**config.mk**
```make
export PLATFORM = sky130hd
export DESIGN_NAME = adcrc_regs
export DESIGN_NICKNAME = d
export VERILOG_FILES = /design/src/core/adcrc_pkg.sv /design/src/core/adcrc_calc.sv /design/src/core/adcrc_regs.sv
export VERILOG_INCLUDE_DIRS = /design/src /design/src/core
export SDC_FILE = /design/constraint.sdc
export NUM_CORES = 1
export LEC_CHECK = 0
export BUFFER_PORTS_ARGS = -buffer_cell sky130_fd_sc_hd__clkbuf_2
export CAP_MARGIN = 20
export CELL_PAD_IN_SITES_DETAIL_PLACEMENT = 1
export CELL_PAD_IN_SITES_GLOBAL_PLACEMENT = 1
export CORE_ASPECT_RATIO = 0.9
export CORE_MARGIN = 2
export CORE_UTILIZATION = 45
export DETAILED_ROUTE_END_ITERATION = 10
export HOLD_SLACK_MARGIN = 0.15
export PLACE_DENSITY = 0.84
export SLEW_MARGIN = 5
export SYNTH_ARGS = -nofsm -noshare
export SYNTH_HDL_FRONTEND = slang
export SYNTH_HIERARCHICAL = 1
export SYNTH_SLANG_ARGS = --single-unit
```
**constraint.sdc**
```tcl
create_clock -name ref_clk_i -period 4.7 [get_ports ref_clk_i]
set_input_delay 0.47 -clock ref_clk_i [delete_from_list [all_inputs] [get_ports ref_clk_i]]
set_output_delay 0.47 -clock ref_clk_i [all_outputs]
set_load 0.01 [all_outputs]
```
**src/core/adcrc_defines.svh**
```systemverilog
// adcrc_defines.svh: register indices, field positions and reset values
// of the converter result register bank; included by the bank's files.
`ifndef ADCRC_DEFINES_SVH
`define ADCRC_DEFINES_SVH

// ------------------------------------------------------------------
// register word indices (byte address = index * 4)
// ------------------------------------------------------------------
`define ADCRC_IDX_RES_HI   5'h00
`define ADCRC_IDX_RES_LO   5'h01
`define ADCRC_IDX_PREV_HI  5'h02
`define ADCRC_IDX_PREV_LO  5'h03
`define ADCRC_IDX_ACC_HI   5'h04
`define ADCRC_IDX_ACC_LO   5'h05
`define ADCRC_IDX_STPT_HI  5'h06
`define ADCRC_IDX_STPT_LO  5'h07
`define ADCRC_IDX_ERR_HI   5'h08
`define ADCRC_IDX_ERR_LO   5'h09
`define ADCRC_IDX_CTRL     5'h0a
`define ADCRC_IDX_CALC     5'h0b
`define ADCRC_IDX_LTH_HI   5'h0c
`define ADCRC_IDX_LTH_LO   5'h0d
`define ADCRC_IDX_UTH_HI   5'h0e
`define ADCRC_IDX_UTH_LO   5'h0f
`define ADCRC_IDX_STAT     5'h10
`define ADCRC_IDX_FLT_HI   5'h11
`define ADCRC_IDX_FLT_LO   5'h12

// ------------------------------------------------------------------
// control register fields
// ------------------------------------------------------------------
`define ADCRC_CTRL_JUST    0
`define ADCRC_CTRL_PSS     1
`define ADCRC_CTRL_SHF_LO  2
`define ADCRC_CTRL_SHF_HI  4
`define ADCRC_CTRL_MD_LO   5
`define ADCRC_CTRL_MD_HI   7
`define ADCRC_CALC_LO      0
`define ADCRC_CALC_HI      2
`define ADCRC_STAT_LTH     0
`define ADCRC_STAT_UTH     1

// ------------------------------------------------------------------
// widths and reset values
// ------------------------------------------------------------------
`define ADCRC_LANE0        0
`define ADCRC_BYTE_RST     8'h00
`define ADCRC_WORD_RST     16'h0000
`define ADCRC_RD_RST       32'h0000_0000
`define ADCRC_JUST_PAD     6'h00

`endif

```
**src/core/adcrc_pkg.sv**
```systemverilog
// adcrc_pkg: types and justification helpers of the result bank.
// assumes adcrc_defines.svh sits on the include path.
package adcrc_pkg;
  `include "adcrc_defines.svh"

  // filter engine modes, set by software in the control register
  typedef enum logic [2:0] {MD_BASIC, MD_ACCUM, MD_AVERAGE, MD_BURST, MD_LPF} adcrc_mode_t;

  // error arithmetic choices for the calc select field
  typedef enum logic [2:0] {CALC_RES_PREV, CALC_RES_STPT, CALC_FLT_PREV, CALC_FLT_STPT}
    adcrc_calc_t;

  // bus handshake states
  typedef enum logic {ST_IDLE, ST_ACK} adcrc_bus_t;

  // place a 10-bit result into the high/low byte pair
  function automatic logic [15:0] adcrc_justify(input logic [9:0] res, input logic right);
    adcrc_justify = right ? {`ADCRC_JUST_PAD, res} : {res, `ADCRC_JUST_PAD};
  endfunction

  // recover the 10-bit result from a justified byte pair
  function automatic logic [9:0] adcrc_unjustify(input logic [15:0] pair, input logic right);
    adcrc_unjustify = right ? pair[9:0] : pair[15:6];
  endfunction
endpackage

```
**src/core/adcrc_calc.sv**
```systemverilog
// adcrc_calc: filter output selection and calculation error arithmetic.
// assumes operands other than lpf_output_i are registered by the parent; purely combinational.
`timescale 1ns/1ns
module adcrc_calc (
  input  wire logic [15:0]          result_pair_i,
  input  wire logic [15:0]          previous_value_i,
  input  wire logic [15:0]          accumulator_value_i,
  input  wire logic [15:0]          threshold_setpoint_i,
  input  wire logic [15:0]          lpf_output_i,
  input  wire logic                 justify_select_i,
  input  wire logic                 previous_source_select_i,
  input  wire logic [2:0]           shift_count_i,
  input  wire adcrc_pkg::adcrc_mode_t filter_mode_i,
  input  wire adcrc_pkg::adcrc_calc_t calc_mode_select_i,
  output logic      [15:0]          filter_output_o,
  output logic      [15:0]          calculation_error_o
);
  import adcrc_pkg::*;

  logic signed [15:0] res_s;
  logic signed [15:0] prev_s;

  // ------------------------------------------------------------------
  // filter output and error
  // ------------------------------------------------------------------
  always_comb begin
    res_s = signed'({6'h00, adcrc_unjustify(result_pair_i, justify_select_i)});
    // prev holds filter scale when filter-sourced, justified result otherwise
    prev_s = previous_source_select_i ? signed'(previous_value_i)
           : signed'({6'h00, adcrc_unjustify(previous_value_i, justify_select_i)});
    case (filter_mode_i)
      MD_LPF:  filter_output_o = lpf_output_i;
      default: filter_output_o = 16'(signed'(accumulator_value_i) >>> shift_count_i);
    endcase
    case (calc_mode_select_i)
      CALC_RES_PREV: calculation_error_o = 16'(res_s - prev_s);
      CALC_RES_STPT: calculation_error_o = 16'(res_s - signed'(threshold_setpoint_i));
      CALC_FLT_PREV: calculation_error_o = 16'(signed'(filter_output_o) - prev_s);
      CALC_FLT_STPT: calculation_error_o = 16'(signed'(filter_output_o)
                                               - signed'(threshold_setpoint_i));
      default:       calculation_error_o = `ADCRC_WORD_RST;
    endcase
  end
endmodule

```
**src/core/adcrc_regs.sv**
```systemverilog
// adcrc_regs: software register bank of the converter result and
// computation extension, reached over an avalon-mm slave port.
// assumes conversion sequencing, accumulation and low-pass arithmetic
// live outside and deliver one-cycle strobes on ref_clk_i.
//
// Local design decisions: the Avalon-MM register port and the register offsets.
`timescale 1ns/1ns

// Operation
// - left format: result bits 9..2 fill the high result byte.
// - left format: result bits 1..0 in low byte bits 7..6, rest zero.
// - right format: result bits 9..8 in high byte bits 1..0, rest zero.
// - right format: result bits 7..0 fill the low result byte.
// - filter-sourced: conversion start copies the 16-bit filter output to previous.
// - result-sourced: conversion start copies the justified result to previous.
// - 16-bit signed accumulator, two writable bytes, sign in high byte.
// - writable 16-bit setpoint, an operand only for setpoint calc modes.
// - read-only 16-bit calculation error, arithmetic chosen by calc select.
// - filter output is accumulator shifted right, or low-pass output.
// - error compared with lower and upper thresholds sets status flags.
module adcrc_regs #(
  parameter int ADC_BITS = 10,
  parameter int BUS_W    = 32
) (
  input  wire logic                ref_clk_i,
  input  wire logic                sys_rst_i,
  input  wire logic                por_rst_i,
  input  wire logic [4:0]          avs_address_i,
  input  wire logic                avs_read_i,
  input  wire logic                avs_write_i,
  input  wire logic [BUS_W-1:0]    avs_writedata_i,
  input  wire logic [BUS_W/8-1:0]  avs_byteenable_i,
  output logic      [BUS_W-1:0]    avs_readdata_o,
  output logic                     avs_waitrequest_o,
  input  wire logic                conv_start_i,
  input  wire logic                conv_done_i,
  input  wire logic [9:0]          conversion_result_i,
  input  wire logic                acc_load_i,
  input  wire logic [15:0]         accumulator_value_i,
  input  wire logic [15:0]         lpf_output_i,
  output logic                     justify_select_o,
  output logic                     previous_source_select_o,
  output logic      [2:0]          shift_count_o,
  output adcrc_pkg::adcrc_mode_t   filter_mode_o,
  output logic                     lower_threshold_o,
  output logic                     upper_threshold_o
);
  import adcrc_pkg::*;

  // ------------------------------------------------------------------
  // elaboration checks
  // ------------------------------------------------------------------
  if (ADC_BITS != 10) begin : g_bits_chk
    $error("adcrc_regs serves a 10-bit converter only");
  end
  if (BUS_W != 32) begin : g_bus_chk
    $error("adcrc_regs needs a 32-bit avalon data bus");
  end

  // ------------------------------------------------------------------
  // declarations
  // ------------------------------------------------------------------
  adcrc_bus_t         bus_reg,   bus_next;
  logic               wait_reg,  wait_next;
  logic [BUS_W-1:0]   rd_reg,    rd_next;
  logic [7:0]         res_hi_reg, res_hi_next;
  logic [7:0]         res_lo_reg, res_lo_next;
  logic [15:0]        acc_reg,   acc_next;
  logic [15:0]        prev_reg,  prev_next;
  logic [15:0]        stpt_reg,  stpt_next;
  logic [15:0]        lth_reg,   lth_next;
  logic [15:0]        uth_reg,   uth_next;
  logic [7:0]         ctrl_reg,  ctrl_next;
  logic [2:0]         calc_reg,  calc_next;
  logic [15:0]        flt_reg,   flt_next;
  logic [15:0]        err_reg,   err_next;
  logic               lth_flag_reg, lth_flag_next;
  logic               uth_flag_reg, uth_flag_next;
  logic               wr_go;
  logic [7:0]         wr_byte;
  logic [15:0]        flt_comb;
  logic [15:0]        err_comb;
  logic [15:0]        just_res;

  // byte write of one register index on the committing edge
  function automatic logic hit(input logic [4:0] idx, input logic [4:0] adr, input logic go);
    hit = go && (adr == idx);
  endfunction

  // ------------------------------------------------------------------
  // avalon handshake
  // ------------------------------------------------------------------
  // waitrequest drops for one cycle, one cycle after the request is sampled
  assign wr_go   = (bus_reg == ST_ACK) && avs_write_i
                   && avs_byteenable_i[`ADCRC_LANE0];
  assign wr_byte = avs_writedata_i[7:0];

  // next bus state and read data capture
  always_comb begin
    bus_next  = bus_reg;
    wait_next = 1'b1;
    rd_next   = rd_reg;
    case (bus_reg)
      ST_IDLE: begin
        if (avs_read_i || avs_write_i) begin
          bus_next  = ST_ACK;
          wait_next = 1'b0;
          rd_next   = `ADCRC_RD_RST;
          case (avs_address_i)
            `ADCRC_IDX_RES_HI:  rd_next[7:0] = res_hi_reg;
            `ADCRC_IDX_RES_LO:  rd_next[7:0] = res_lo_reg;
            `ADCRC_IDX_PREV_HI: rd_next[7:0] = prev_reg[15:8];
            `ADCRC_IDX_PREV_LO: rd_next[7:0] = prev_reg[7:0];
            `ADCRC_IDX_ACC_HI:  rd_next[7:0] = acc_reg[15:8];
            `ADCRC_IDX_ACC_LO:  rd_next[7:0] = acc_reg[7:0];
            `ADCRC_IDX_STPT_HI: rd_next[7:0] = stpt_reg[15:8];
            `ADCRC_IDX_STPT_LO: rd_next[7:0] = stpt_reg[7:0];
            `ADCRC_IDX_ERR_HI:  rd_next[7:0] = err_reg[15:8];
            `ADCRC_IDX_ERR_LO:  rd_next[7:0] = err_reg[7:0];
            `ADCRC_IDX_CTRL:    rd_next[7:0] = ctrl_reg;
            `ADCRC_IDX_CALC:    rd_next[2:0] = calc_reg;
            `ADCRC_IDX_LTH_HI:  rd_next[7:0] = lth_reg[15:8];
            `ADCRC_IDX_LTH_LO:  rd_next[7:0] = lth_reg[7:0];
            `ADCRC_IDX_UTH_HI:  rd_next[7:0] = uth_reg[15:8];
            `ADCRC_IDX_UTH_LO:  rd_next[7:0] = uth_reg[7:0];
            `ADCRC_IDX_STAT:    rd_next[1:0] = {uth_flag_reg, lth_flag_reg};
            `ADCRC_IDX_FLT_HI:  rd_next[7:0] = flt_reg[15:8];
            `ADCRC_IDX_FLT_LO:  rd_next[7:0] = flt_reg[7:0];
            default:            rd_next      = `ADCRC_RD_RST;
          endcase
        end
      end
      ST_ACK: begin
        bus_next = ST_IDLE;
      end
      default: begin
        bus_next = ST_IDLE;
      end
    endcase
  end

  // bus state registers
  always_ff @(posedge ref_clk_i) begin
    if (sys_rst_i || por_rst_i) begin
      bus_reg  <= ST_IDLE;
      wait_reg <= 1'b1;
      rd_reg   <= `ADCRC_RD_RST;
    end else begin
      bus_reg  <= bus_next;
      wait_reg <= wait_next;
      rd_reg   <= rd_next;
    end
  end

  // ------------------------------------------------------------------
  // control, setpoint and threshold registers
  // ------------------------------------------------------------------
  always_comb begin
    ctrl_next = ctrl_reg;
    calc_next = calc_reg;
    stpt_next = stpt_reg;
    lth_next  = lth_reg;
    uth_next  = uth_reg;
    if (hit(`ADCRC_IDX_CTRL, avs_address_i, wr_go)) begin
      ctrl_next = wr_byte;
    end
    if (hit(`ADCRC_IDX_CALC, avs_address_i, wr_go)) begin
      calc_next = wr_byte[`ADCRC_CALC_HI:`ADCRC_CALC_LO];
    end
    if (hit(`ADCRC_IDX_STPT_HI, avs_address_i, wr_go)) begin
      stpt_next[15:8] = wr_byte;
    end
    if (hit(`ADCRC_IDX_STPT_LO, avs_address_i, wr_go)) begin
      stpt_next[7:0] = wr_byte;
    end
    if (hit(`ADCRC_IDX_LTH_HI, avs_address_i, wr_go)) begin
      lth_next[15:8] = wr_byte;
    end
    if (hit(`ADCRC_IDX_LTH_LO, avs_address_i, wr_go)) begin
      lth_next[7:0] = wr_byte;
    end
    if (hit(`ADCRC_IDX_UTH_HI, avs_address_i, wr_go)) begin
      uth_next[15:8] = wr_byte;
    end
    if (hit(`ADCRC_IDX_UTH_LO, avs_address_i, wr_go)) begin
      uth_next[7:0] = wr_byte;
    end
  end

  // control state clears on every reset
  always_ff @(posedge ref_clk_i) begin
    if (sys_rst_i || por_rst_i) begin
      ctrl_reg <= `ADCRC_BYTE_RST;
      calc_reg <= 3'h0;
      stpt_reg <= `ADCRC_WORD_RST;
      lth_reg  <= `ADCRC_WORD_RST;
      uth_reg  <= `ADCRC_WORD_RST;
    end else begin
      ctrl_reg <= ctrl_next;
      calc_reg <= calc_next;
      stpt_reg <= stpt_next;
      lth_reg  <= lth_next;
      uth_reg  <= uth_next;
    end
  end

  // ------------------------------------------------------------------
  // result, accumulator and previous-value registers
  // ------------------------------------------------------------------
  // justify new result
  assign just_res = adcrc_justify(conversion_result_i, ctrl_reg[`ADCRC_CTRL_JUST]);

  always_comb begin
    res_hi_next = res_hi_reg;
    res_lo_next = res_lo_reg;
    acc_next    = acc_reg;
    prev_next   = prev_reg;
    // software writes, overridden by hardware in the same cycle
    if (hit(`ADCRC_IDX_RES_HI, avs_address_i, wr_go)) begin
      res_hi_next = wr_byte;
    end
    if (hit(`ADCRC_IDX_RES_LO, avs_address_i, wr_go)) begin
      res_lo_next = wr_byte;
    end
    if (hit(`ADCRC_IDX_ACC_HI, avs_address_i, wr_go)) begin
      acc_next[15:8] = wr_byte;
    end
    if (hit(`ADCRC_IDX_ACC_LO, avs_address_i, wr_go)) begin
      acc_next[7:0] = wr_byte;
    end
    if (acc_load_i) begin
      acc_next = accumulator_value_i;
    end
    if (conv_done_i) begin
      res_hi_next = just_res[15:8];
      res_lo_next = just_res[7:0];
    end
    if (conv_start_i) begin
      prev_next = ctrl_reg[`ADCRC_CTRL_PSS] ? flt_reg : {res_hi_reg, res_lo_reg};
    end
  end

  always_ff @(posedge ref_clk_i) begin
    if (por_rst_i) begin
      res_hi_reg <= `ADCRC_BYTE_RST;
      res_lo_reg <= `ADCRC_BYTE_RST;
      acc_reg    <= `ADCRC_WORD_RST;
      prev_reg   <= `ADCRC_WORD_RST;
    end else begin
      res_hi_reg <= res_hi_next;
      res_lo_reg <= res_lo_next;
      acc_reg    <= acc_next;
      prev_reg   <= prev_next;
    end
  end

  // ------------------------------------------------------------------
  // computation: filter, error and threshold status
  // ------------------------------------------------------------------
  adcrc_calc u_calc (
    .result_pair_i            ({res_hi_reg, res_lo_reg}),
    .previous_value_i         (prev_reg),
    .accumulator_value_i      (acc_reg),
    .threshold_setpoint_i     (stpt_reg),
    .lpf_output_i             (lpf_output_i),
    .justify_select_i         (ctrl_reg[`ADCRC_CTRL_JUST]),
    .previous_source_select_i (ctrl_reg[`ADCRC_CTRL_PSS]),
    .shift_count_i            (ctrl_reg[`ADCRC_CTRL_SHF_HI:`ADCRC_CTRL_SHF_LO]),
    .filter_mode_i            (adcrc_mode_t'(ctrl_reg[`ADCRC_CTRL_MD_HI:`ADCRC_CTRL_MD_LO])),
    .calc_mode_select_i       (adcrc_calc_t'(calc_reg)),
    .filter_output_o          (flt_comb),
    .calculation_error_o      (err_comb)
  );

  always_comb begin
    flt_next      = flt_comb;
    err_next      = err_comb;
    lth_flag_next = signed'(err_reg) < signed'(lth_reg);
    uth_flag_next = signed'(err_reg) > signed'(uth_reg);
  end

  // computed values track their operands one cycle late
  always_ff @(posedge ref_clk_i) begin
    if (sys_rst_i || por_rst_i) begin
      flt_reg      <= `ADCRC_WORD_RST;
      err_reg      <= `ADCRC_WORD_RST;
      lth_flag_reg <= 1'b0;
      uth_flag_reg <= 1'b0;
    end else begin
      flt_reg      <= flt_next;
      err_reg      <= err_next;
      lth_flag_reg <= lth_flag_next;
      uth_flag_reg <= uth_flag_next;
    end
  end

  // ------------------------------------------------------------------
  // outputs, all straight from flip-flops
  // ------------------------------------------------------------------
  assign avs_readdata_o           = rd_reg;
  assign avs_waitrequest_o        = wait_reg;
  assign justify_select_o         = ctrl_reg[`ADCRC_CTRL_JUST];
  assign previous_source_select_o = ctrl_reg[`ADCRC_CTRL_PSS];
  assign shift_count_o            = ctrl_reg[`ADCRC_CTRL_SHF_HI:`ADCRC_CTRL_SHF_LO];
  assign filter_mode_o            = adcrc_mode_t'(ctrl_reg[`ADCRC_CTRL_MD_HI:`ADCRC_CTRL_MD_LO]);
  assign lower_threshold_o        = lth_flag_reg;
  assign upper_threshold_o        = uth_flag_reg;
endmodule
```
* Word-level counts from Yosys, hierarchy flattened
Index checks and enable logic that the tools add are counted.
Operators by class: add/subtract/negate cells 4, $mul 0, div/mod/pow operators 0, order comparisons 2, equality and inequality tests 22, shift operators 1, muxes and demuxes 20, bitwise operators 1, reductions and logical operators 24
Operator list (number):
- case mux 5 bit (17 select lines) | 1
- two-way mux 16 bit | 5
- case mux 16 bit (4 select lines) | 1
- two-way mux 8 bit | 6
- equality test 5 x 4 -> 1 bit (second input constant) | 8
- case mux 2 bit (19 select lines) | 1
- subtractor 11 x 16 -> 16 bit | 2
- subtractor 16 bit | 2
- equality test 5 x 3 -> 1 bit (second input constant) | 4
- two-way mux 10 bit | 2
- case mux 1 bit (18 select lines) | 1
- > comparator 16 bit | 1
- < comparator 16 bit | 1
- >>> shifter 16 x 3 -> 16 bit | 1
- equality test 5 bit (second input constant) | 3
- logical AND 1 bit | 14
- equality test 5 x 2 -> 1 bit (second input constant) | 2
- nonzero test 2 bit | 4
- equality test 3 x 2 -> 1 bit (second input constant) | 2
- equality test 5 x 1 -> 1 bit (second input constant) | 1
- zero test 5 bit | 1
- equality test 3 x 1 -> 1 bit (second input constant) | 1
- equality test 3 bit (second input constant) | 1
- zero test 3 bit | 1
- other kinds (6) | 8
Word-level totals: register bits after elaboration 151, bits in latches 0, RAM bits 0, bits in read-only memories 0, bits of input ports 91, output and inout port bits 43, word-level logic and storage cells 94, memories 0

* Longest topological paths before layout
Gate-level depths: netlist of run 1.
depth after elaboration 5, depth in mapped cells 17, gate-level depth less buffers 16

* Modules after synthesis
The synthesis of run 1 kept the hierarchy.
By module, submodules not included:
- adcrc_regs | instances 1, cells an instance 898, area each 7926.4 um^2
- adcrc_calc | instances 1, cells an instance 382, area each 2717.6 um^2

* Least setup slack after synthesis of run 1
OpenSTA, ideal clock, no wires.
path type reg-to-reg, start reg calc_reg[2], end reg err_reg[12], library setup time 0.115 ns, arrival 3.390 ns, path slack 1.195 ns, stages on the path, launching flop included 17, cells stage by stage dfxtp_1 -> nor2_1 -> nand2_1 -> clkbuf_1 -> nor2_1 -> a21oi_1 -> ha_1 -> inv_1 -> fa_1 -> a211oi_2 -> nor2_1 -> or4_1 -> a221o_1 -> nor2b_1 -> xnor2_1 -> o22ai_1 -> and2_1
On the way: longest elaborated chain between the ends 2
Ends and longest elaborated chain:
- from (decl) | line adcrc_regs.sv:74 | logic [2:0] calc_reg, calc_next;
- from (signal assigned) | line adcrc_regs.sv:200 | calc_reg <= calc_next;
- equality test 3 x 2 -> 1 bit, or another cell as far along | line adcrc_calc.sv:35 | case (calc_mode_select_i)
- case mux 16 bit (4 select lines) (*) | line adcrc_calc.sv:35
- via err_comb[12] | line adcrc_regs.sv:82 | logic [15:0] err_comb;
- to (signal assigned) | line adcrc_regs.sv:286 | err_reg <= `ADCRC_WORD_RST;
- to (signal assigned) | line adcrc_regs.sv:291 | err_reg <= err_next;
- to (decl) | line adcrc_regs.sv:76 | logic [15:0] err_reg, err_next;
Mark *: on every way through the listed nets, which the timed path passes. The rest lies on a longest branch. A chain may end at the register's enable or synchronous reset.

* Final worst setup path of run 1
start reg ctrl_reg[2], end reg err_reg[15]
On the way: longest elaborated chain between the ends 4
Ends and longest elaborated chain:
- from (decl) | line adcrc_regs.sv:73 | logic [7:0] ctrl_reg, ctrl_next;
- from (signal assigned) | line adcrc_regs.sv:193 | ctrl_reg <= `ADCRC_BYTE_RST;
- from (signal assigned) | line adcrc_regs.sv:199 | ctrl_reg <= ctrl_next;
- >>> shifter 16 x 3 -> 16 bit (*) | line adcrc_calc.sv:33 | default: filter_output_o = 16'(signed'(accumulator_value_i) >>> shift_count_i);
- two-way mux 16 bit (*) | line adcrc_calc.sv:31 | case (filter_mode_i)
- via flt_comb[1] | line adcrc_regs.sv:81 | logic [15:0] flt_comb;
- subtractor 16 bit (on tied branches) | line adcrc_calc.sv:40, adcrc_calc.sv:38
- case mux 16 bit (4 select lines) (*) | line adcrc_calc.sv:35
- via err_comb[15] | line adcrc_regs.sv:82
Marked as above.

==> results of run 1 <==
-- through the flow --
step / worst slack, ns / instances / total power, mW / hold slack (ns)
after floorplan: 1.20 / 1303 / 1.88 / 0.451
after global placement: 0.855 / 1596 / 2.08 / 0.473
after detailed placement: 0.659 / 1596 / 2.10 / 0.489
after CTS: 0.605 / 1628 / 3.53 / 0.273
after global routing: 0.104 / 1628 / 3.67 / 0.295
final: 0.577 / 1628 / 3.56 / 0.276
-- area by class of cell --
class / count / area (µm²) / area share
Multi-Input combinational cell: 999 / 6960 / 0.596
Sequential cell: 151 / 3020 / 0.259
Clock buffer: 19 / 443 / 0.0379
Inverter: 43 / 161 / 0.0138
Tap cell: 302 / 378 / 0.0324
Clock inverter: 13 / 158 / 0.0135
Timing Repair Buffer: 101 / 553 / 0.0474
-- cell families after synthesis --
family                     Yosys count  synth area share
other                                1          0.000352
DFF                                151             0.284
and+or+nand+nor                    446             0.212
adders and majority gates           59            0.0708
muxes                              173             0.170
xor gates and xnor gates            23            0.0189
AOI/OAI and AO/OA                  274             0.172
buffers and inverters              153            0.0710
-- metal layers --
layer | part of all wire | vias up | global-route usage
met1 | 0.42 | 5143 | 0.451
met4 | 0.050 | 2 | 0.161
li1 | - | 4601 | -
met2 | 0.44 | 534 | 0.544
met3 | 0.089 | 131 | 0.0674
met5 | 0.00030 | - | 0
-- path summary, 6_finish.rpt --
check / depth (start not counted) / to / slack, ns / from
worst max-delay path: 16 / err_reg[15]$_SDFF_PP0_ / 0.58 / ctrl_reg[2]$_SDFFE_PP0P_
worst min-delay path: 3 / acc_reg[5]$_SDFFE_PP0P_ / 0.28 / accumulator_value_i[5]
worst max register to register: 16 / err_reg[15]$_SDFF_PP0_ / 0.58 / ctrl_reg[2]$_SDFFE_PP0P_
worst min register to register: 2 / uth_reg[3]$_SDFFE_PP0P_ / 0.51 / uth_reg[3]$_SDFFE_PP0P_
-- worst min-delay path, delay by kind of cell --
kind                   cells  cell delay [ns]
muxes                      1             0.06
buffers and inverters      1             0.08
and+or+nand+nor            1             0.07
-- placed cells by master, fill, tap and decap left out, types with 30 or more instances in the layout --
cell / n
a211oi_1: 31
a21oi_1: 87
and2_1: 43
clkbuf_2: 82
dfxtp_1: 151
ha_1: 57
inv_1: 40
mux2_2: 31
mux2i_1: 137
nand2_1: 82
nand3_1: 43
nor2_1: 151
nor2b_1: 30
o21ai_0: 46
-- power by group through the flow --
| stage | Sequential [mW] | Combinational (mW) | Clock [mW] |
|---|---|---|---|
| 3_5_place_dp | 1.43 | 0.675 | 0 |
| 5_1_grt | 1.41 | 0.761 | 1.50 |
| 3_3_place_gp | 1.43 | 0.647 | 0 |
| 2_1_floorplan | 1.38 | 0.495 | 0 |
| 6_report | 1.41 | 0.700 | 1.45 |
| 4_1_cts | 1.40 | 0.684 | 1.45 |
==> metrics.csv, run 1 <==
stage,metric,value,unit
clock_network,hold_buffers,0,
timing,fmax,243,MHz
clock_network,cts_root_buf,clkbuf_16,
worst_setup_path,cp_common_cell,a21oi_1,
pwr,clockPowerShare,0.408,
layout,areaGrowthSynthToFinish,9.71,%
pwr,combPwrFrac,0.197,
pwr,p_sw_frac,0.322,
timing,setup_viol,0,
route,ant_nets,0,
synthesis,ys.flop_type,dfxtp_1,
pwr,cellInternalPower,2.41,mW
clock_network,cts.sinks,151,
route,drt_iter0_markers,1194,
pwr,p_switching,1.15,mW
floorplanning,die_area,24900,µm²
synthesis,synth_area_per_cell,8.32,µm²
synthesis,yosys_register_bits,151,
layout,post-route-util,0.502,
timing,rsz0062_at_grt,false,
synthesis,ys_seq_area_frac,0.284,
layout,design_area,11700,µm²
timing,finalCriticalPeriod,4.12,ns
timing,tightest_slew,1.10,ns
global_route,grt_use_total,0.343,
min_path,hold_path.class,in2reg,
worst_setup_path,cpPeakStageDelay,0.63,ns
layout,num-fill-cells,2838,
floorplanning,ios,134,
global_route,grt_pass1_wl,64.6,mm
clock_network,htreeDepth,4,
outcome,status,finished clean,
timing,relSlewSlack,0.264,
worst_setup_path,start_kind,flip-flop,
synthesis,synth_edf_count,0,
synthesis,synth_top_area_share,0.284,
floorplanning,rows,53,
worst_setup_path,path_cells,clkinv_1 -> a211oi_1 -> a21oi_1 -> nand2_1 -> nand3_1 -> o21ai_0 -> inv_1 -> ha_1 -> nor2b_1 -> o31ai_1 -> a21oi_1 -> a41oi_1 -> a31oi_1 -> xnor2_1 -> a211oi_2 -> and2_1,
clock_network,path_clk_slew,0.07,ns
synthesis,ys_types,80,
route,drtPass1Iterations,6,
synthesis,synth.most_common_cell,nor2_1,
place,io_buffers,82,
floorplanning,die_h,150,µm
route,vias,10400,
timing,slew_violations,0,
pwr,powerDensity,305,nW/µm²
worst_setup_path,crit_buf_inv,2,
timing,clock_skew,0.0119,ns
clock_network,tritoncts,done,
global_route,antenna_found_initial,2,
worst_setup_path,crit_slowest_cell,dfxtp_1,
route,post_drt_wl_per_cell,26.4,µm
worst_setup_path,crit_type,reg2reg,
floorplanning,initial_core_util,0.457,
clock_network,cts_setup_buffers,0,
layout,layout-drive-gt1-share,0.152,
route,wl,43.0,mm
floorplanning,dieWidth,166,µm
synthesis,syn_area,10600,µm²
pwr,sequentialPowerShare,0.395,
synthesis,yosys-top-cells-count,"152 x nor2_1, 151 x dfxtp_1, 137 x mux2i_1",
global_route,gr-total-overflow,0,
floorplanning,coreArea,23300,µm²
synthesis,ys_top_cells_by_area,"dfxtp_1 28%, mux2i_1 13%, ha_1 6.7%",
global_route,grt_pass1_vias,10500,
place,hpwl,31.6,mm
layout,antenna_cells,0,
clock_network,cts-buffers-inserted,17,
pwr,p_leak,4.84,nW
place,place.gp.congestion,0.985,
clock_network,postCtsResizedCells,0,
worst_setup_path,critPathRequiredTime,5.07,ns
worst_setup_path,crit_fanout,9,
timing,min_period_over_period,0.877,
layout,nets,1463,
timing,hold_viol_final,0,
synthesis,async_flop_share,0,
worst_setup_path,end_kind,flip-flop,
run,drv_cap,0,
clock_network,insertion_delay,0.43,ns
synthesis,synth_cells,1280,
synthesis,yosys.area.top_type,dfxtp_1,
route,viasPerCell,6.39,
worst_setup_path,cp.arrival,4.49,ns
clock_network,max-clock-path-buffers,2,
timing,tns,0,ns
pwr,vdd_ir_drop_max,271,µV
worst_setup_path,crit_family,compound AO/OA/AOI/OAI gates,
route,drc_errors,0,
place,placed_area,11100,µm²
synthesis,ys_warn_count,6,
global_route,grt_max_degree,50,
Note: power is estimated with default switching activity, not from simulation.
==> run 2, diff against run 1 <==
--- a/config.mk
+++ b/config.mk
@@ -6,16 +6,17 @@
 export SDC_FILE = /design/constraint.sdc
 export NUM_CORES = 1
 export LEC_CHECK = 0
+export ABC_AREA = 1
 export BUFFER_PORTS_ARGS = -buffer_cell sky130_fd_sc_hd__clkbuf_2
 export CAP_MARGIN = 20
 export CELL_PAD_IN_SITES_DETAIL_PLACEMENT = 1
 export CELL_PAD_IN_SITES_GLOBAL_PLACEMENT = 1
 export CORE_ASPECT_RATIO = 0.9
 export CORE_MARGIN = 2
-export CORE_UTILIZATION = 45
+export CORE_UTILIZATION = 41
 export DETAILED_ROUTE_END_ITERATION = 10
 export HOLD_SLACK_MARGIN = 0.15
-export PLACE_DENSITY = 0.84
+export PLACE_DENSITY = 0.83
 export SLEW_MARGIN = 5
 export SYNTH_ARGS = -nofsm -noshare
 export SYNTH_HDL_FRONTEND = slang
==> run 2 against run 1 <==
Global-route usage fell by 1.2 points. Clock-buffer cell count rose by 3. Via count up 16%. Setup slack gained 0.40 ns. Synthesized area increased by 0.83%. Non-clock buffer count decreased by 9. Sequential share of layout area fell by 0.30 points. Cell count is 30% higher. First-iteration DRC count rose by 6.0%. Clock power decreased by 7%. Design area rose by 1.2%. Highest routed layer is now met4.
==> metrics.csv, run 2 <==
stage,metric,value,unit
outcome,status,finished clean,
synthesis,ys_types,48,
worst_setup_path,crit_end,err_reg[14]$_SDFF_PP0_,
timing,tightest_slew,0.959,ns
synthesis,synth_top_area_share,0.282,
synthesis,ys.flop_type,dfxtp_1,
place,hpwl,35.0,mm
route,post_drt_wl_per_cell,21.4,µm
route,drc_errors,0,
clock_network,cts_root_buf,clkbuf_16,
synthesis,synth.most_common_cell,nand2_1,
clock_network,cts.sinks,151,
layout,num-fill-cells,3529,
layout,final_common_cell,nand2_1,
floorplanning,coreArea,25900,µm²
worst_setup_path,critPathRequiredTime,5.00,ns
place,dp_cells,2080,
timing,tns,0,ns
synthesis,yosys_register_bits,151,
timing,relSlewSlack,0.358,
layout,multiInputGateArea,6450,µm²
synthesis,synth_edf_count,0,
timing,setup_viol,0,
clock_network,hold_buffers,0,
place,io_buffers,82,
run,drv_cap,0,
layout,nets,1901,
layout,antenna_cells,0,
timing,slew_violations,0,
synthesis,yosys-top-cells-count,"383 x nand2_1, 201 x inv_1, 179 x nor2_1",
worst_setup_path,timing.rr.start,ctrl_reg[6]$_SDFFE_PP0P_,
route,vias,12100,
worst_setup_path,crit_fanout,11,
route,drtPass1Iterations,7,
layout,layout-drive-gt1-share,0.0947,
worst_setup_path,start_kind,flip-flop,
worst_setup_path,crit_type,reg2reg,
layout,layout_common_cells,"383 x nand2_1, 201 x inv_1, 178 x nor2_1, 164 x nand3_1, 151 x dfxtp_1",
synthesis,ys_warn_count,6,
route,wl,45.2,mm
layout,stdcell_count,2111,
timing,rsz0062_at_grt,false,
worst_setup_path,timing.reg2reg.setup_slack,0.98,ns
global_route,grt_max_degree,52,
floorplanning,rows,56,
clock_network,cts-buffers-inserted,17,
worst_setup_path,cp.arrival,4.02,ns
worst_setup_path,cp-startpoint,ctrl_reg[6]$_SDFFE_PP0P_,
synthesis,syn_area,10700,µm²
synthesis,async_flop_share,0,
synthesis,yosys.area.top_type,dfxtp_1,
place,place.gp.congestion,0.980,
floorplanning,dieWidth,175,µm
synthesis,ys_seq_area_frac,0.282,
worst_setup_path,reg2reg_depth,22,
layout,final-seq-area,3020,µm²
clock_network,cts_setup_buffers,0,
route,drt_iter0_markers,1266,
route,viasPerCell,5.71,
synthesis,synth_cells,1713,
timing,finalCriticalPeriod,3.72,ns
timing,hold_viol_final,0,
clock_network,max-clock-path-buffers,2,
timing,whs,0.287,ns
global_route,grt_pass1_wl,68.5,mm
timing,clock_skew,0.0140,ns
clock_network,path_clk_slew,0.07,ns
pwr,p_leak,5.41,nW
pwr,vdd_ir_drop_max,251,µV
timing,min_period_over_period,0.791,
layout,areaGrowthSynthToFinish,10.1,%
floorplanning,die_area,27500,µm²
pwr,powerDensity,299,nW/µm²
floorplanning,ios,134,
pwr,power.total,3.54,mW
min_path,hold_path.class,in2reg,
global_route,antenna_found_initial,1,
floorplanning,die_h,157,µm
synthesis,synth_area_per_cell,6.27,µm²
global_route,gr-total-overflow,0,
clock_network,htreeDepth,4,
clock_network,tritoncts,done,
clock_network,insertion_delay,0.44,ns
worst_setup_path,reg2reg_to,err_reg[14]$_SDFF_PP0_,
synthesis,ys_top_cells_by_area,"dfxtp_1 28%, nand2_1 13%, nand3_1 7.6%",
timing,fmax,269,MHz
global_route,grt_use_total,0.331,
global_route,grt_pass1_vias,11700,
floorplanning,initial_core_util,0.414,
route,ant_nets,0,
clock_network,postCtsResizedCells,0,
worst_setup_path,end_kind,flip-flop,
## run 2: cell types whose count changed after synthesis, sizes merged, moves of 45 or more
cell | previous run | this run
a21oi | 91 | 136
inv | 41 | 219
mux2i | 137 | 4
nand2 | 83 | 389
nand3 | 46 | 164
o21ai | 46 | 162
## run 2: cell families (layout without fill, tap and decap cells)
family,after synthesis,count (layout),share of synthesized area
XOR/XNOR,5,5,0.00408
buffers and inverters,320,347,0.126
flip-flops,151,151,0.282
other,1,24,0.000349
AO/OA/AOI/OAI,368,368,0.187
AND/OR/NAND/NOR,794,794,0.316
multiplexers,15,15,0.0153
adder cells (fa/ha/maj),59,59,0.0702
## run 2: worst min path at each step
stage                                               from                        endpoint  cells past startpoint
after floorplan                 stpt_reg[7]$_SDFFE_PP0P_        stpt_reg[7]$_SDFFE_PP0P_                      2
after global placement          stpt_reg[5]$_SDFFE_PP0P_        stpt_reg[5]$_SDFFE_PP0P_                      2
after detailed placement  avs_readdata_o[0]$_SDFFE_PP0P_  avs_readdata_o[0]$_SDFFE_PP0P_                      2
after CTS                         accumulator_value_i[8]         acc_reg[8]$_SDFFE_PP0P_                      3
after global routing              accumulator_value_i[8]         acc_reg[8]$_SDFFE_PP0P_                      3
final                             accumulator_value_i[7]         acc_reg[7]$_SDFFE_PP0P_                      3
## run 2: final cells by class
class | instances | area share
flip-flops and latches | 151 | 0.256
well taps | 348 | 0.0369
clock inverters | 9 | 0.00784
inverters | 224 | 0.0712
repair buffers | 92 | 0.0428
multi-input cells | 1265 | 0.546
clock buffers | 22 | 0.0393
## run 2: worst max-delay path: stages (launching register included)
cell     delay, ns
dfxtp_1       0.35
nor2_1        0.11
nand2_1       0.38
inv_2         0.29
nor2_1        0.12
inv_2         0.18
a21oi_1       0.06
o21ai_1       0.10
o21ai_1       0.09
nor2_1        0.18
inv_1         0.09
ha_1          0.21
fa_1          0.40
o21ai_1       0.26
nand2_1       0.09
nand2_1       0.13
nand3_1       0.15
nand2_1       0.10
nand2_1       0.05
nand3_1       0.10
nand2_1       0.06
inv_1         0.05
nor2_1        0.03
## run 2: per-stage QoR
step	utilization	instance area [µm²]	setup WS (ns)
global route	0.456	11800	0.508
finish	0.456	11800	0.981
CTS	0.456	11800	0.965
global placement	0.433	11200	1.04
floorplan	-	10800	1.92
detailed placement	0.434	11300	0.990
## run 2: layer usage
| layer | track usage | share of wire | vias up |
|---|---|---|---|
| li1 | - | - | 5662 |
| met1 | 0.431 | 0.43 | 5776 |
| met2 | 0.522 | 0.43 | 520 |
| met3 | 0.0862 | 0.10 | 105 |
| met4 | 0.135 | 0.041 | 0 |
| met5 | 0 | 0 | - |
## run 2: power by group
group          switching (mW)  internal [mW]  leakage (nW)
clock network           0.591          0.760         0.275
logic                   0.514          0.256          3.91
registers              0.0879           1.33          1.23
==> run 3, diff against run 2 <==
--- a/config.mk
+++ b/config.mk
@@ -13,10 +13,10 @@
 export CELL_PAD_IN_SITES_GLOBAL_PLACEMENT = 1
 export CORE_ASPECT_RATIO = 0.9
 export CORE_MARGIN = 2
-export CORE_UTILIZATION = 41
+export CORE_UTILIZATION = 37
 export DETAILED_ROUTE_END_ITERATION = 10
 export HOLD_SLACK_MARGIN = 0.15
-export PLACE_DENSITY = 0.83
+export PLACE_DENSITY = 0.79
 export SLEW_MARGIN = 5
 export SYNTH_ARGS = -nofsm -noshare
 export SYNTH_HDL_FRONTEND = slang
==> constraint.sdc (replaced) <==
create_clock -name ref_clk_i -period 3.25 [get_ports ref_clk_i]
set_input_delay 0.325 -clock ref_clk_i [delete_from_list [all_inputs] [get_ports ref_clk_i]]
set_output_delay 0.325 -clock ref_clk_i [all_outputs]
set_load 0.01 [all_outputs]
==> run 3 against run 2 <==
Critical path depth down 5. Cell count up 2.9%. Non-clock buffer count up 42. Sequential share of layout area down 0.71 points. Critical path type unchanged.
==> metrics.csv, run 3 (synthesized netlist as in run 2, its figures left out) <==
stage,metric,value,unit
timing,fin_ws,0.230,ns
clock_network,path_clk_slew,0.07,ns
route,post_drt_wl_per_cell,21.5,µm
timing,fmax,331,MHz
route,wl,46.8,mm
global_route,grt_pass1_vias,11800,
layout,antenna_cells,0,
timing,tns,0,ns
timing,hold_viol_final,0,
floorplanning,coreArea,28700,µm²
clock_network,max-clock-path-buffers,2,
floorplanning,die_area,30400,µm²
layout,layout-drive-gt1-share,0.118,
worst_setup_path,crit_fanout,24,
clock_network,insertion_delay,0.45,ns
timing,tightest_slew,0.776,ns
clock_network,tritoncts,done,
timing,whs,0.167,ns
min_path,holdPathStages,3,
timing,min_period_over_period,0.929,
clock_network,cts.sinks,151,
route,viasPerCell,5.60,
route,drt_iter0_markers,1042,
route,met1_length,21.4,mm
route,ant_nets,0,
layout,layout_common_cells,"382 x nand2_1, 201 x inv_1, 177 x nor2_1, 164 x nand3_1, 150 x dfxtp_1",
layout,areaGrowthSynthToFinish,13.3,%
worst_setup_path,crit_type,reg2reg,
route,drc_errors,0,
place,io_buffers,82,
timing,finalCriticalPeriod,3.02,ns
timing,setup_viol,0,
pwr,vdd_ir_drop_max,383,µV
global_route,gr-total-overflow,0,
floorplanning,initial_core_util,0.374,
place,hpwl,36.6,mm
layout,nets,1943,
floorplanning,rows,59,
worst_setup_path,critPathRequiredTime,3.56,ns
layout,multiInputGateArea,6460,µm²
place,pre_cts_slack,0.0407,ns
floorplanning,ios,134,
place,placed_area,11600,µm²
route,vias,12200,
place,place.gp.congestion,1.01,
route,wl_met3,4.21,mm
clock_network,cts-buffers-inserted,17,
pwr,p_leak,5.62,nW
min_path,hold_path.class,in2reg,
timing,rsz0062_at_grt,false,
global_route,grt_use_total,0.311,
timing,clock_skew,0.0105,ns
layout,design_area,12200,µm²
floorplanning,dieWidth,184,µm
layout,final_common_cell,nand2_1,
timing,slew_violations,0,
layout,num-fill-cells,3879,
worst_setup_path,start_kind,flip-flop,
clock_network,htreeDepth,4,
route,routed-wl-met2,19.9,mm
run,drv_cap,0,
worst_setup_path,cp.arrival,3.33,ns
outcome,status,finished clean,
worst_setup_path,reg2reg_depth,17,
timing,relSlewSlack,0.482,
global_route,grt_max_degree,51,
clock_network,cts_setup_buffers,0,
clock_network,cts_root_buf,clkbuf_16,
route,highest_layer,met4,
global_route,antenna_found_initial,2,
floorplanning,die_h,166,µm
worst_setup_path,end_kind,flip-flop,
pwr,powerDensity,426,nW/µm²
global_route,grt_pass1_wl,69.9,mm
layout,final-seq-area,3030,µm²
route,drtPass1Iterations,5,
==> run 3: cell types whose count changed in the layout (fill, tap and decap cells not counted), moves of 2 or more <==
cell / delta
clkinv_2: +2
buf_4: +40
clkinv_4: -2
clkinvlp_4: +4
inv_6: -2
clkbuf_1: -2
dlygate4sd3_1: +3
==> run 3: cell type report <==
| class | count | area share |
|---|---|---|
| well taps | 366 | 0.0376 |
| clock buffers | 21 | 0.0387 |
| multi-input cells | 1265 | 0.531 |
| flip-flops and latches | 151 | 0.249 |
| repair buffers | 134 | 0.0664 |
| inverters | 224 | 0.0691 |
| clock inverters | 11 | 0.00802 |
==> run 3: report_power, final <==
group / total, mW / leakage [nW] / switching (mW) / internal (mW)
sequential: 2.04 / 1.23 / 0.123 / 1.92
combinational: 1.15 / 4.11 / 0.753 / 0.397
clock: 1.99 / 0.271 / 0.875 / 1.11
total: 5.18 / 5.62 / 1.75 / 3.43
==> run 3: critical path, stage by stage, from the launching register on <==
cell	delay, ns
dfxtp_1	0.33
buf_4	0.30
mux2i_1	0.56
ha_1	0.24
inv_1	0.07
fa_1	0.40
nand3_1	0.10
nand2_1	0.11
nand2_1	0.08
nand2_1	0.09
nand2_1	0.10
nand2_1	0.13
nand2_1	0.09
nand2_1	0.05
nand3_1	0.06
nand2_1	0.06
inv_1	0.05
nor2_1	0.04
==> run 3: path summary, 6_finish.rpt <==
path,from,to,slack (ns)
max,ctrl_reg[0]$_SDFFE_PP0P_,err_reg[12]$_SDFF_PP0_,0.23
min,accumulator_value_i[6],acc_reg[6]$_SDFFE_PP0P_,0.17
min reg2reg,avs_readdata_o[4]$_SDFFE_PP0P_,avs_readdata_o[4]$_SDFFE_PP0P_,0.47
max reg2reg,ctrl_reg[0]$_SDFFE_PP0P_,err_reg[12]$_SDFF_PP0_,0.23
==> run 3: routing by layer <==
metal / GRT usage / up-vias
met5: 0 / -
met4: 0.111 / 0
li1: - / 5755
met1: 0.415 / 5831
met2: 0.474 / 496
met3: 0.0928 / 73
==> run 3: metrics by stage <==
stage / power [mW] / cells / util
6_report: 5.18 / 2172 / 0.424
5_1_grt: 5.42 / 2172 / 0.424
4_1_cts: 5.16 / 2172 / 0.423
3_5_place_dp: 3.19 / 2137 / 0.402
3_3_place_gp: 3.15 / 2137 / 0.402
2_1_floorplan: 2.78 / 1736 / -
==> run 3: timing repair <==
action                                 4_1_cts  5_1_grt
endpoints found under the hold margin        3        0
hold buffers                                 3        0
setup endpoints to repair                    0       11
gates resized for setup                      0        5
